--- src/cbc_regs.vh ---
// register offsets, field positions and reset values of the clock buffer control bank
`ifndef CBC_REGS_VH
`define CBC_REGS_VH
// ------------------------------------------------------------
// register offsets
// ------------------------------------------------------------
`define CBC_OFS_PATH_BW 8'h00
`define CBC_OFS_OUT_EN 8'h01
`define CBC_OFS_RSVD_A 8'h02
`define CBC_OFS_RSVD_B 8'h03
`define CBC_OFS_MAKER_ID 8'h04
// ------------------------------------------------------------
// field positions
// ------------------------------------------------------------
`define CBC_BIT_PATH_SEL 1
`define CBC_BIT_PLL_BW 2
`define CBC_BIT_POWERDOWN_DRIVE_MODE 7
`define CBC_BIT_OE0 1
`define CBC_BIT_OE1 2
`define CBC_BIT_OE2 5
`define CBC_BIT_OE3 6
// writable masks of bytes 0 and 1
`define CBC_MASK_PATH_BW 8'h86
`define CBC_MASK_OUT_EN 8'h66
// ------------------------------------------------------------
// reset values
// ------------------------------------------------------------
`define CBC_RST_PATH_BW 8'h06
`define CBC_RST_OUT_EN 8'h66
`define CBC_RST_RSVD_B 8'h00
// ------------------------------------------------------------
// smbus constants
// ------------------------------------------------------------
`define CBC_SLAVE_ADDR 7'h6E
`define CBC_LAST_OFS 8'h04
`endif

--- src/cbc_ctrl.v ---
// smbus slave with the clock buffer control and identification register bank
`include "cbc_regs.vh"

// Behaviour
// - byte0 path and bandwidth bits, reset one
// - byte0 bit7 powerdown drive mode, reset zero
// - byte1 per-pair output enables, reset enabled
// - byte2 fully reserved, no effect
// - byte4 read-only identification, writes ignored
// - fixed-address slave, indexed block read/write
// - stop after any byte ends transfer cleanly
// - no register access during powerdown
module cbc_ctrl #(
  parameter [7:0] MAKER_ID = 8'hA5 // arbitrary identification value
) (
  input wire CLK,
  input wire NRST,
  input wire SCL,
  input wire SDA_IN,
  output wire SDA_OUT,
  output wire SDA_OE,
  input wire POWERDOWN_INPUT_N,
  output wire PATH_PLL,
  output wire PLL_BW_LOW,
  output wire POWERDOWN_DRIVE_MODE,
  output wire [3:0] OUT_ENABLE
);

  // ------------------------------------------------------------
  // states
  // ------------------------------------------------------------
  localparam [2:0] ST_IDLE = 3'h0; // wait for start
  localparam [2:0] ST_RX = 3'h1; // shifting a byte in
  localparam [2:0] ST_ACK = 3'h2; // driving ack low
  localparam [2:0] ST_TX = 3'h3; // shifting a byte out
  localparam [2:0] ST_RACK = 3'h4; // sampling master ack
  localparam [2:0] ST_SKIP = 3'h5; // not addressed, wait stop

  // phase within a write transfer
  localparam [1:0] PH_ADDR = 2'h0;
  localparam [1:0] PH_OFS = 2'h1;
  localparam [1:0] PH_CNT = 2'h2;
  localparam [1:0] PH_DATA = 2'h3;

  // ------------------------------------------------------------
  // registers
  // ------------------------------------------------------------
  reg scl_ff, sda_ff; // last sampled line levels
  reg [2:0] st_ff, nxt_st;
  reg [1:0] ph_ff, nxt_ph;
  reg [3:0] bit_ff, nxt_bit; // scl rises seen in a received byte, scl falls in a sent one
  reg [7:0] sh_ff, nxt_sh; // shift register
  reg [7:0] ptr_ff, nxt_ptr; // register index
  reg rd_ff, nxt_rd; // current transfer is a read
  reg cnt_sent_ff, nxt_cnt_sent; // read count byte already sent
  reg sda_low_ff, nxt_sda_low; // pulling sda low
  reg [7:0] b0_ff, b1_ff, b3_ff; // stored bytes
  reg wr_ff, nxt_wr; // one-cycle write strobe
  reg [7:0] wdat_ff, nxt_wdat;
  reg [7:0] wofs_ff, nxt_wofs;

  wire scl_rise = SCL & ~scl_ff;
  wire scl_fall = ~SCL & scl_ff;
  wire start_c = SCL & scl_ff & sda_ff & ~SDA_IN;
  wire stop_c = SCL & scl_ff & ~sda_ff & SDA_IN;
  wire active = POWERDOWN_INPUT_N;

  // register read mux; reserved bits of bytes 0 to 2 read zero, byte 3 reads back as written
  function [7:0] rd_byte;
    input [7:0] ofs;
    begin
      case (ofs)
        `CBC_OFS_PATH_BW: rd_byte = b0_ff & `CBC_MASK_PATH_BW;
        `CBC_OFS_OUT_EN: rd_byte = b1_ff & `CBC_MASK_OUT_EN;
        `CBC_OFS_RSVD_A: rd_byte = 8'h00;
        `CBC_OFS_RSVD_B: rd_byte = b3_ff;
        `CBC_OFS_MAKER_ID: rd_byte = MAKER_ID;
        default: rd_byte = 8'h00;
      endcase
    end
  endfunction

  // ------------------------------------------------------------
  // line sampling
  // ------------------------------------------------------------
  always @(posedge CLK or negedge NRST) begin
    if (!NRST) begin
      scl_ff <= 1'b1;
      sda_ff <= 1'b1;
    end else begin
      scl_ff <= SCL;
      sda_ff <= SDA_IN;
    end
  end

  // ------------------------------------------------------------
  // protocol engine
  // ------------------------------------------------------------
  always @* begin
    nxt_st = st_ff;
    nxt_ph = ph_ff;
    nxt_bit = bit_ff;
    nxt_sh = sh_ff;
    nxt_ptr = ptr_ff;
    nxt_rd = rd_ff;
    nxt_cnt_sent = cnt_sent_ff;
    nxt_sda_low = sda_low_ff;
    nxt_wr = 1'b0;
    nxt_wdat = wdat_ff;
    nxt_wofs = wofs_ff;
    if (!active || stop_c) begin
      // stop or powerdown aborts, written bytes stay
      nxt_st = ST_IDLE;
      nxt_sda_low = 1'b0;
    end else if (start_c) begin
      // start or repeated start: expect address
      nxt_st = ST_RX;
      nxt_ph = PH_ADDR;
      nxt_bit = 4'h0;
      nxt_sda_low = 1'b0;
    end else begin
      case (st_ff)
        ST_RX: begin
          if (scl_rise) begin
            // sample on the rising clock, msb first
            nxt_sh = {sh_ff[6:0], SDA_IN};
            nxt_bit = bit_ff + 4'h1;
          end
          // byte complete at the fall after the eighth rise; the fall after start is skipped
          if (scl_fall && bit_ff == 4'h8) begin
            case (ph_ff)
              PH_ADDR: begin
                if (sh_ff[7:1] == `CBC_SLAVE_ADDR) begin
                  nxt_rd = sh_ff[0];
                  nxt_cnt_sent = 1'b0;
                  nxt_ph = PH_OFS;
                  nxt_st = ST_ACK;
                  nxt_sda_low = 1'b1;
                end else begin
                  nxt_st = ST_SKIP;
                end
              end
              PH_OFS: begin
                nxt_ptr = sh_ff;
                nxt_ph = PH_CNT;
                nxt_st = ST_ACK;
                nxt_sda_low = 1'b1;
              end
              PH_CNT: begin
                // count is acknowledged; transfer ends by stop
                nxt_ph = PH_DATA;
                nxt_st = ST_ACK;
                nxt_sda_low = 1'b1;
              end
              default: begin
                nxt_wr = 1'b1;
                nxt_wdat = sh_ff;
                nxt_wofs = ptr_ff;
                nxt_ptr = ptr_ff + 8'h01;
                nxt_st = ST_ACK;
                nxt_sda_low = 1'b1;
              end
            endcase
          end
        end
        ST_ACK: begin
          if (scl_fall) begin
            nxt_bit = 4'h0;
            if (rd_ff && ph_ff == PH_OFS) begin
              // block read: byte count first, then data from the latched offset
              nxt_st = ST_TX;
              nxt_sh = `CBC_LAST_OFS + 8'h01; // count covers offsets 0 to last
              nxt_sda_low = ~nxt_sh[7];
            end else begin
              nxt_st = ST_RX;
              nxt_sda_low = 1'b0;
            end
          end
        end
        ST_TX: begin
          if (scl_fall) begin
            nxt_bit = bit_ff + 4'h1;
            if (bit_ff == 4'h7) begin
              nxt_st = ST_RACK;
              nxt_sda_low = 1'b0;
            end else begin
              nxt_sh = {sh_ff[6:0], 1'b0};
              nxt_sda_low = ~sh_ff[6];
            end
          end
        end
        ST_RACK: begin
          if (scl_rise) begin
            if (SDA_IN) begin
              nxt_st = ST_SKIP; // master nack ends read
            end
          end else if (scl_fall) begin
            nxt_st = ST_TX;
            nxt_bit = 4'h0;
            if (cnt_sent_ff) begin
              nxt_ptr = ptr_ff + 8'h01;
              nxt_sh = rd_byte(ptr_ff + 8'h01);
            end else begin
              nxt_sh = rd_byte(ptr_ff);
            end
            nxt_cnt_sent = 1'b1;
            nxt_sda_low = ~nxt_sh[7];
          end
        end
        default: begin
          nxt_sda_low = 1'b0; // idle or skip: hands off the line
        end
      endcase
    end
  end

  // state and shift registers
  always @(posedge CLK or negedge NRST) begin
    if (!NRST) begin
      st_ff <= ST_IDLE;
      ph_ff <= PH_ADDR;
      bit_ff <= 4'h0;
      sh_ff <= 8'h00;
      ptr_ff <= 8'h00;
      rd_ff <= 1'b0;
      cnt_sent_ff <= 1'b0;
      sda_low_ff <= 1'b0;
      wr_ff <= 1'b0;
      wdat_ff <= 8'h00;
      wofs_ff <= 8'h00;
    end else begin
      st_ff <= nxt_st;
      ph_ff <= nxt_ph;
      bit_ff <= nxt_bit;
      sh_ff <= nxt_sh;
      ptr_ff <= nxt_ptr;
      rd_ff <= nxt_rd;
      cnt_sent_ff <= nxt_cnt_sent;
      sda_low_ff <= nxt_sda_low;
      wr_ff <= nxt_wr;
      wdat_ff <= nxt_wdat;
      wofs_ff <= nxt_wofs;
    end
  end

  // ------------------------------------------------------------
  // register bank
  // ------------------------------------------------------------
  always @(posedge CLK or negedge NRST) begin
    if (!NRST) begin
      b0_ff <= `CBC_RST_PATH_BW;
      b1_ff <= `CBC_RST_OUT_EN;
      b3_ff <= `CBC_RST_RSVD_B;
    end else if (wr_ff && active) begin
      case (wofs_ff)
        `CBC_OFS_PATH_BW: b0_ff <= wdat_ff & `CBC_MASK_PATH_BW;
        `CBC_OFS_OUT_EN: b1_ff <= wdat_ff & `CBC_MASK_OUT_EN;
        `CBC_OFS_RSVD_B: b3_ff <= wdat_ff;
        default: b3_ff <= b3_ff; // byte 2 and id ignore writes
      endcase
    end
  end

  // ------------------------------------------------------------
  // outputs
  // ------------------------------------------------------------
  assign SDA_OUT = 1'b0;
  assign SDA_OE = sda_low_ff;
  assign PATH_PLL = b0_ff[`CBC_BIT_PATH_SEL];
  assign PLL_BW_LOW = b0_ff[`CBC_BIT_PLL_BW];
  assign POWERDOWN_DRIVE_MODE = b0_ff[`CBC_BIT_POWERDOWN_DRIVE_MODE];
  assign OUT_ENABLE = {b1_ff[`CBC_BIT_OE3], b1_ff[`CBC_BIT_OE2], b1_ff[`CBC_BIT_OE1], b1_ff[`CBC_BIT_OE0]};

endmodule // cbc_ctrl

--- config.mk ---
export PLATFORM = sky130hd
export DESIGN_NAME = cbc_ctrl
export DESIGN_NICKNAME = d
export VERILOG_FILES = /design/src/cbc_ctrl.v
export VERILOG_INCLUDE_DIRS = /design/src
export SDC_FILE = /design/constraint.sdc
export NUM_CORES = 1
export LEC_CHECK = 0
export ABC_AREA = 1
export CELL_PAD_IN_SITES_DETAIL_PLACEMENT = 0
export CELL_PAD_IN_SITES_GLOBAL_PLACEMENT = 1
export CORE_MARGIN = 8
export CORE_UTILIZATION = 47
export DETAILED_ROUTE_END_ITERATION = 8
export DONT_BUFFER_PORTS = 1
export GPL_ROUTABILITY_DRIVEN = 0
export PLACE_DENSITY = 0.89
export SLEW_MARGIN = 15
export SYNTH_ARGS = -nofsm -noshare
export SYNTH_HDL_FRONTEND = slang
export SYNTH_SLANG_ARGS = --single-unit
export TNS_END_PERCENT = 10
--- constraint.sdc ---
create_clock -name CLK -period 2 [get_ports CLK]
set_input_delay 0.4 -clock CLK [delete_from_list [all_inputs] [get_ports CLK]]
set_output_delay 0.4 -clock CLK [all_outputs]
set_load 0.01 [all_outputs]
==> results of run 1 <==
layout make-up:
type	instances	share of cell area, %
sequential	62	35.49
multi-input combinational	341	42.70
tap	102	2.896
timing repair buffer	32	6.161
inverter	71	6.133
clock buffer	9	2.811
clock inverter	7	3.805
power by group through the flow:
| stage | registers, mW | logic (mW) | clock network, mW |
|---|---|---|---|
| floorplan | 1.70 | 1.50 | 0 |
| global placement | 1.80 | 1.96 | 0 |
| detailed placement | 1.82 | 1.99 | 0 |
| CTS | 1.79 | 2.08 | 1.64 |
| global route | 1.86 | 2.59 | 1.69 |
| finish | 1.83 | 2.29 | 1.61 |
critical path, cell delays in order (launching register included):
cell,delay (ns)
dfrtp_2,0.45
buf_4,0.16
inv_1,0.12
ha_1,0.20
inv_1,0.07
nor3_2,0.29
nand2_1,0.09
nand3_1,0.12
nand2_1,0.07
nand2_1,0.07
nand2_1,0.05
nand2_1,0.05
nand2_1,0.04
cells in the final DEF, fill, tap and decap left out, drive strengths merged:
cell         synthesis  final
nor2                37     37
inv                 70     72
o21bai               2      2
nand4               16     16
o22ai                2      2
a31oi                4      4
a211oi               1      1
conb                 1      1
nand2              121    121
nor3                 8      8
dfrtp               54     54
o31ai                1      1
clkbuf               6      9
a21oi               19     19
o211ai               4      4
nor3b                3      3
buf                  6     31
nand3               33     33
or2                  1      1
clkinvlp             0      1
nand3b               3      3
a22oi                5      5
ha                  15     15
a21boi               3      3
dfstp                8      8
or4                  1      1
dlygate4sd3          0      1
o21ai               59     59
bufinv               0      5
mux2                 2      2
final timing paths:
path                                         from                     end  slack [ns]  cells after the start
max                         ptr_ff[1]$_DFFE_PN0P_      SDA_OE$_DFFE_PN0P_        0.11                     12
min                                           SCL        scl_ff$_DFF_PN1_        0.05                      0
max reg2reg                 ptr_ff[1]$_DFFE_PN0P_      SDA_OE$_DFFE_PN0P_        0.11                     12
min reg2reg                wofs_ff[6]$_DFFE_PN0P_  wofs_ff[6]$_DFFE_PN0P_        0.48                      2
max in group asynchronous                    NRST        scl_ff$_DFF_PN1_        1.09                      2
min in group asynchronous                    NRST   ptr_ff[0]$_DFFE_PN0P_        0.61                      2
cells by family after synthesis:
family / count (synthesis) / synth area share, %
simple gates: 223 / 27.66
compound gates: 100 / 15.05
other cells: 1 / 0.1016
buf+inv: 83 / 9.186
flops: 62 / 42.31
fa+ha+maj: 15 / 5.085
mux: 2 / 0.6101
repair_timing:
action | 4_1_cts | 5_1_grt
setup endpoints to repair | 3 | 22
gates resized for setup | 1 | 31
hold buffers | 2 | 0
pin swaps | 0 | 8
buffers inserted | 2 | 5
endpoints found under the hold margin | 62 | 0
cloned | 0 | 1
metal layers:
| layer | share of wire [%] | vias to the layer above | wire length [um] |
|---|---|---|---|
| li1 | - | 1661 | - |
| met1 | 47 | 1621 | 4380 |
| met2 | 47 | 77 | 4329 |
| met3 | 4.7 | 12 | 432 |
| met4 | 1.3 | 0 | 116 |
| met5 | 0 | - | 0 |
registers in the layout, summed over array words and instances (netlist names), 2 cells and up:
register,cells
ph_ff,2
ptr_ff,8
sh_ff,8
bit_ff,4
wdat_ff,8
b1_ff,4
wofs_ff,8
st_ff,3
b3_ff,8
b0_ff,3
per-stage QoR:
stage          hold slack (ns)  setup TNS (ns)  total power, mW  worst slack (ns)  area (sq um)
2_1_floorplan           0.1044               0            3.199            0.1714          3691
3_3_place_gp            0.1070               0            3.767           0.06369          3911
3_5_place_dp            0.1066        -0.02144            3.809          -0.02144          3911
4_1_cts                0.03069               0            5.508           0.02165          4260
5_1_grt                0.02991         -0.1531            6.145          -0.02686          4407
6_report               0.04870               0            5.728            0.1056          4407
==> run_results.csv, run 1 <==
group,metric,value,unit
layout,diodes,0,
route,vias,3371,
worst_hold_path,hold_class,"in2reg",
synth,ys_seq_area_share,42.31,%
synth,syn_area,3691,sq um
synth,synth_top_area_share,36.61,%
timing,setup_viol,0,
worst_setup_path,cp-start-kind,"flop",
layout,final_util,57.32,%
timing,period_share,94.72,%
floorplanning,start_util,48.01,%
synth,yosysWarnings,0,
timing,hold_violations,0,
global_routing,grt-busiest-layer,"met2",
worst_setup_path,required,2.23,ns
worst_setup_path,arrival,2.13,ns
global_routing,grt_pass1_wl,15610,um
clocking,h-tree-depth,3,
route,avgViaCountPerCell,5.402,
global_routing,grt_max_degree,63,
pwr,p_clk_share,28.1,%
synth,synth_cell_types,40,
layout,multi_input_area,1882,sq um
clocking,numCtsBuffers,9,
worst_setup_path,worst_setup_path_end_kind,"flop",
route,drt-pass1-iter-count,4,
synth,synth_nets,506,
pwr,pwr-share-comb,40.0,%
layout,area.growth.synth_to_final,19.39,%
synth,synth_edf_count,0,
clocking,clock_path_buffers,2,
floorplanning,die_h,104.6,um
synth,yosysMostFrequentCell,"nand2_1",
timing,period_needed,1.894,ns
timing,skew,0.01114,ns
global_routing,grt_use_met1,23.65,%
floorplanning,fp-row-count,32,
global_routing,met3_usage,2.641,%
pwr,swShare,40.49,%
floorplanning,dieWidth,104.6,um
pwr,p_leak,2.012,nW
placed_design,place_inst,598,
pwr,ir_drop,0.0007101,V
layout,instances_no_fill,624,
synth,synthTopCellsByArea,"dfrtp_1 (37%), nand2_1 (12%), o21ai_0 (7.2%)",
floorplanning,dieArea,10950,sq um
pwr,p_int,3.409,mW
synth,synth_top_area_cell,"dfrtp_1",
layout,nets,537,
global_routing,gr-usage-all-layers,17.28,%
layout,drive_gt1_share,18.97,%
global_routing,grt_antenna_before_repair,0,
synth,synthArstFlopShare,100.0,%
route,wire_per_inst,14.84,um
synth,yosys-top-cells-count,"nand2_1 (120), inv_1 (66), dfrtp_1 (54)",
clocking,clk_pin_slew_worst_paths,0.07,ns
timing,slew_violations,0,
clocking,cts_tree,"yes",
clocking,insertion_delay,0.35,ns
route,routed_wl,9258,um
floorplanning,io_pins,14,
route,remaining_drc_errors,0,
placed_design,port_buffers,0,
synth,ys_seq_elements,62,
clocking,clock-sinks,62,
pwr,p_switching,2.319,mW
run,max-cap-violations,0,
pwr,cellPowerDensity,1300,nW/um^2
placed_design,hpwl,6838,um
synth,synth_cells,486,
worst_setup_path,crit_fanout,4,
run_status,status,"completed",
floorplanning,core,7687,sq um
global_routing,grt.overflow.total,0,
timing,rsz0062_at_grt,"true",
synth,syn_avg_cell_area,7.595,sq um
route,drt_iter0_markers,232,
pwr,p_seq_share,31.9,%
layout,fill_cells,739,
clocking,cts_root_buf,"clkbuf_8",
route,postRouteAntennaNets,0,
synth,ys.flop_type,"dfrtp_1",
global_routing,met2_usage,27.19,%
timing,fmax,0.5279,GHz
worst_setup_path,crit_type,"reg2reg",
global_routing,grt_pass1_vias,3198,
layout,layout.area.seq,1564,sq um
Power figures use the tool's default switching activity.
==> inputs of run 2 (changes only) <==
--- a/config.mk
+++ b/config.mk
@@ -14,7 +14,9 @@
 export DETAILED_ROUTE_END_ITERATION = 8
 export DONT_BUFFER_PORTS = 1
 export GPL_ROUTABILITY_DRIVEN = 0
+export MAX_ROUTING_LAYER = met4
 export PLACE_DENSITY = 0.89
+export REMOVE_ABC_BUFFERS = 1
 export SLEW_MARGIN = 15
 export SYNTH_ARGS = -nofsm -noshare
 export SYNTH_HDL_FRONTEND = slang
==> run_results.csv, run 2 (synthesis results as in run 1) <==
group,metric,value,unit
timing,slew_headroom,64.81,%
placed_design,preCtsSetupSlack,-0.02472,ns
global_routing,grt_max_degree,63,
placed_design,port_buffers,0,
layout,area.growth.synth_to_final,18.68,%
route,routed_wl,9650,um
worst_setup_path,worst_setup_path_end_kind,"flop",
worst_setup_path,arrival,2.15,ns
worst_hold_path,whs_endpoint,"sda_ff$_DFF_PN1_",
global_routing,grt_pass1_vias,3206,
timing,skew,0.007963,ns
worst_setup_path,crit_path_cell_trace,"ha_4, nand4_1, nor2_2, inv_2, a21oi_4, inv_2, nor2_4, buf_6, inv_4, nand2_1, o21ai_1",
pwr,cellPowerDensity,1242,nW/um^2
timing,hold_violations,0,
worst_setup_path,crit-reg2reg-launch,"scl_ff$_DFF_PN1_",
worst_setup_path,cp_slowest_stage_delay,0.59,ns
timing,slew_violations,0,
layout,layout.area.seq,1564,sq um
pwr,ir_drop,0.0005429,V
clocking,numCtsBuffers,9,
global_routing,grt_antenna_before_repair,0,
layout,fill_cells,741,
timing,period_share,95.89,%
clocking,clock-sinks,62,
layout,multi_input_area,1943,sq um
pwr,p_int,3.123,mW
worst_setup_path,crit_fanout,6,
pwr,swShare,42.57,%
route,drt-pass1-iter-count,6,
floorplanning,io_pins,14,
floorplanning,dieArea,10950,sq um
global_routing,grt_pass1_wl,15850,um
route,wire_per_inst,15.56,um
placed_design,hpwl,6961,um
layout,most-common-layout-cells,"nand2_1 (115), inv_1 (57), dfrtp_1 (52), o21ai_0 (52), nand3_1 (29)",
global_routing,grt.overflow.total,0,
timing,setup_viol,0,
timing,period_needed,1.918,ns
timing,fin_ws,0.08212,ns
timing,fmax,0.5214,GHz
route,avgViaCountPerCell,5.424,
clocking,clock_path_buffers,2,
global_routing,gr-usage-all-layers,18.38,%
worst_setup_path,cp-start-kind,"flop",
worst_hold_path,hold_class,"in2reg",
floorplanning,start_util,48.01,%
layout,nets,533,
worst_setup_path,rr_worst_depth,11,
layout,final_common_cell,"nand2_1",
worst_setup_path,cp_common_cell,"inv_2",
timing,worst_pin_slew,0.5272,ns
worst_setup_path,r2r_end,"ptr_ff[5]$_DFFE_PN0P_",
clocking,insertion_delay,0.34,ns
clocking,clk_pin_slew_worst_paths,0.07,ns
worst_setup_path,required,2.23,ns
route,postRouteAntennaNets,0,
worst_setup_path,rrSetupSlack,0.08,ns
layout,drive_gt1_share,20.27,%
worst_hold_path,hold_depth,0,
layout,diodes,0,
clocking,cts_root_buf,"clkbuf_8",
route,remaining_drc_errors,0,
pwr,p_clk_share,24.6,%
pwr,p_leak,1.968,nW
floorplanning,dieWidth,104.6,um
floorplanning,fp-row-count,32,
route,drt_iter0_markers,254,
timing,rsz0062_at_grt,"true",
timing,holdWs,0.04889,ns
clocking,cts_tree,"yes",
floorplanning,core,7687,sq um
pwr,p_seq_share,33.6,%
layout,final_util,56.98,%
run_status,status,"completed",
worst_setup_path,crit_type,"reg2reg",
route,vias,3363,
pwr,p_switching,2.315,mW
worst_hold_path,min_from,"SDA_IN",
clocking,h-tree-depth,3,
worst_setup_path,crit_slowest_cell,"dfstp_2",
floorplanning,die_h,104.6,um
pwr,pwr-share-comb,41.9,%
run,max-cap-violations,0,
==> run 2: final cells by class <==
| type | count | area share [%] |
|---|---|---|
| clock buffer | 9 | 2.828 |
| clock inverter | 7 | 2.571 |
| timing repair buffer | 28 | 5.427 |
| multi-input combinational | 341 | 44.36 |
| tap | 102 | 2.913 |
| inverter | 71 | 6.198 |
| sequential | 62 | 35.70 |
==> run 2: worst max-delay path: cells and delay by family (launching register included) <==
family,cells,cell delay [ns]
AO/OA/AOI/OAI,2,0.23
adder cells (fa/ha/maj),1,0.16
buffers and inverters,4,0.32
flip-flops,1,0.59
AND/OR/NAND/NOR,4,0.50
==> run 2: how the worst max path moves through the flow <==
stage / startpoint / to / slack (ns) / cells past startpoint
after floorplan: SCL / wdat_ff[0]$_DFFE_PN0P_ / -0.12 / 6
after global placement: scl_ff$_DFF_PN1_ / ptr_ff[5]$_DFFE_PN0P_ / 0.001 / 11
final: scl_ff$_DFF_PN1_ / ptr_ff[5]$_DFFE_PN0P_ / 0.08 / 11
after CTS: scl_ff$_DFF_PN1_ / ptr_ff[2]$_DFFE_PN0P_ / 0.02 / 11
after detailed placement: scl_ff$_DFF_PN1_ / ptr_ff[2]$_DFFE_PN0P_ / -0.02 / 11
after global routing: scl_ff$_DFF_PN1_ / ptr_ff[7]$_DFFE_PN0P_ / -0.03 / 10
==> run 2: timing repair <==
action | CTS | global route
hold buffers | 2 | 0
endpoints found under the hold margin | 62 | 0
pin swaps | 1 | 14
cloned | 0 | 1
setup endpoints to repair | 3 | 39
gates resized for setup | 0 | 48
setup buffers | 1 | 4
==> run 2: power groups by stage <==
stage                     combinational (mW)  sequential (mW)  clock, mW
after floorplan                         1.42             1.73          0
final                                   2.28             1.83       1.34
after global routing                    2.56             1.87       1.41
after detailed placement                2.01             1.81          0
after global placement                  1.97             1.80          0
after CTS                               2.06             1.79       1.35
==> run 2: per-layer routing <==
layer | vias up | share of wire [%] | track usage [%]
li1 | 1647 | - | -
met1 | 1599 | 46 | 23.35
met2 | 104 | 49 | 28.60
met3 | 13 | 4.5 | 2.948
met4 | 0 | 1.3 | 7.645
met5 | - | 0 | -
==> run 2: metrics by stage <==
| step | power, mW | cells | setup TNS (ns) | area, sq um |
|---|---|---|---|---|
| detailed placement | 3.817 | 596 | -0.06910 | 3896 |
| global route | 5.831 | 620 | -0.2257 | 4380 |
| global placement | 3.771 | 596 | 0 | 3896 |
| floorplan | 3.147 | 474 | -1.975 | 3618 |
| finish | 5.439 | 620 | 0 | 4380 |
| CTS | 5.192 | 615 | 0 | 4178 |
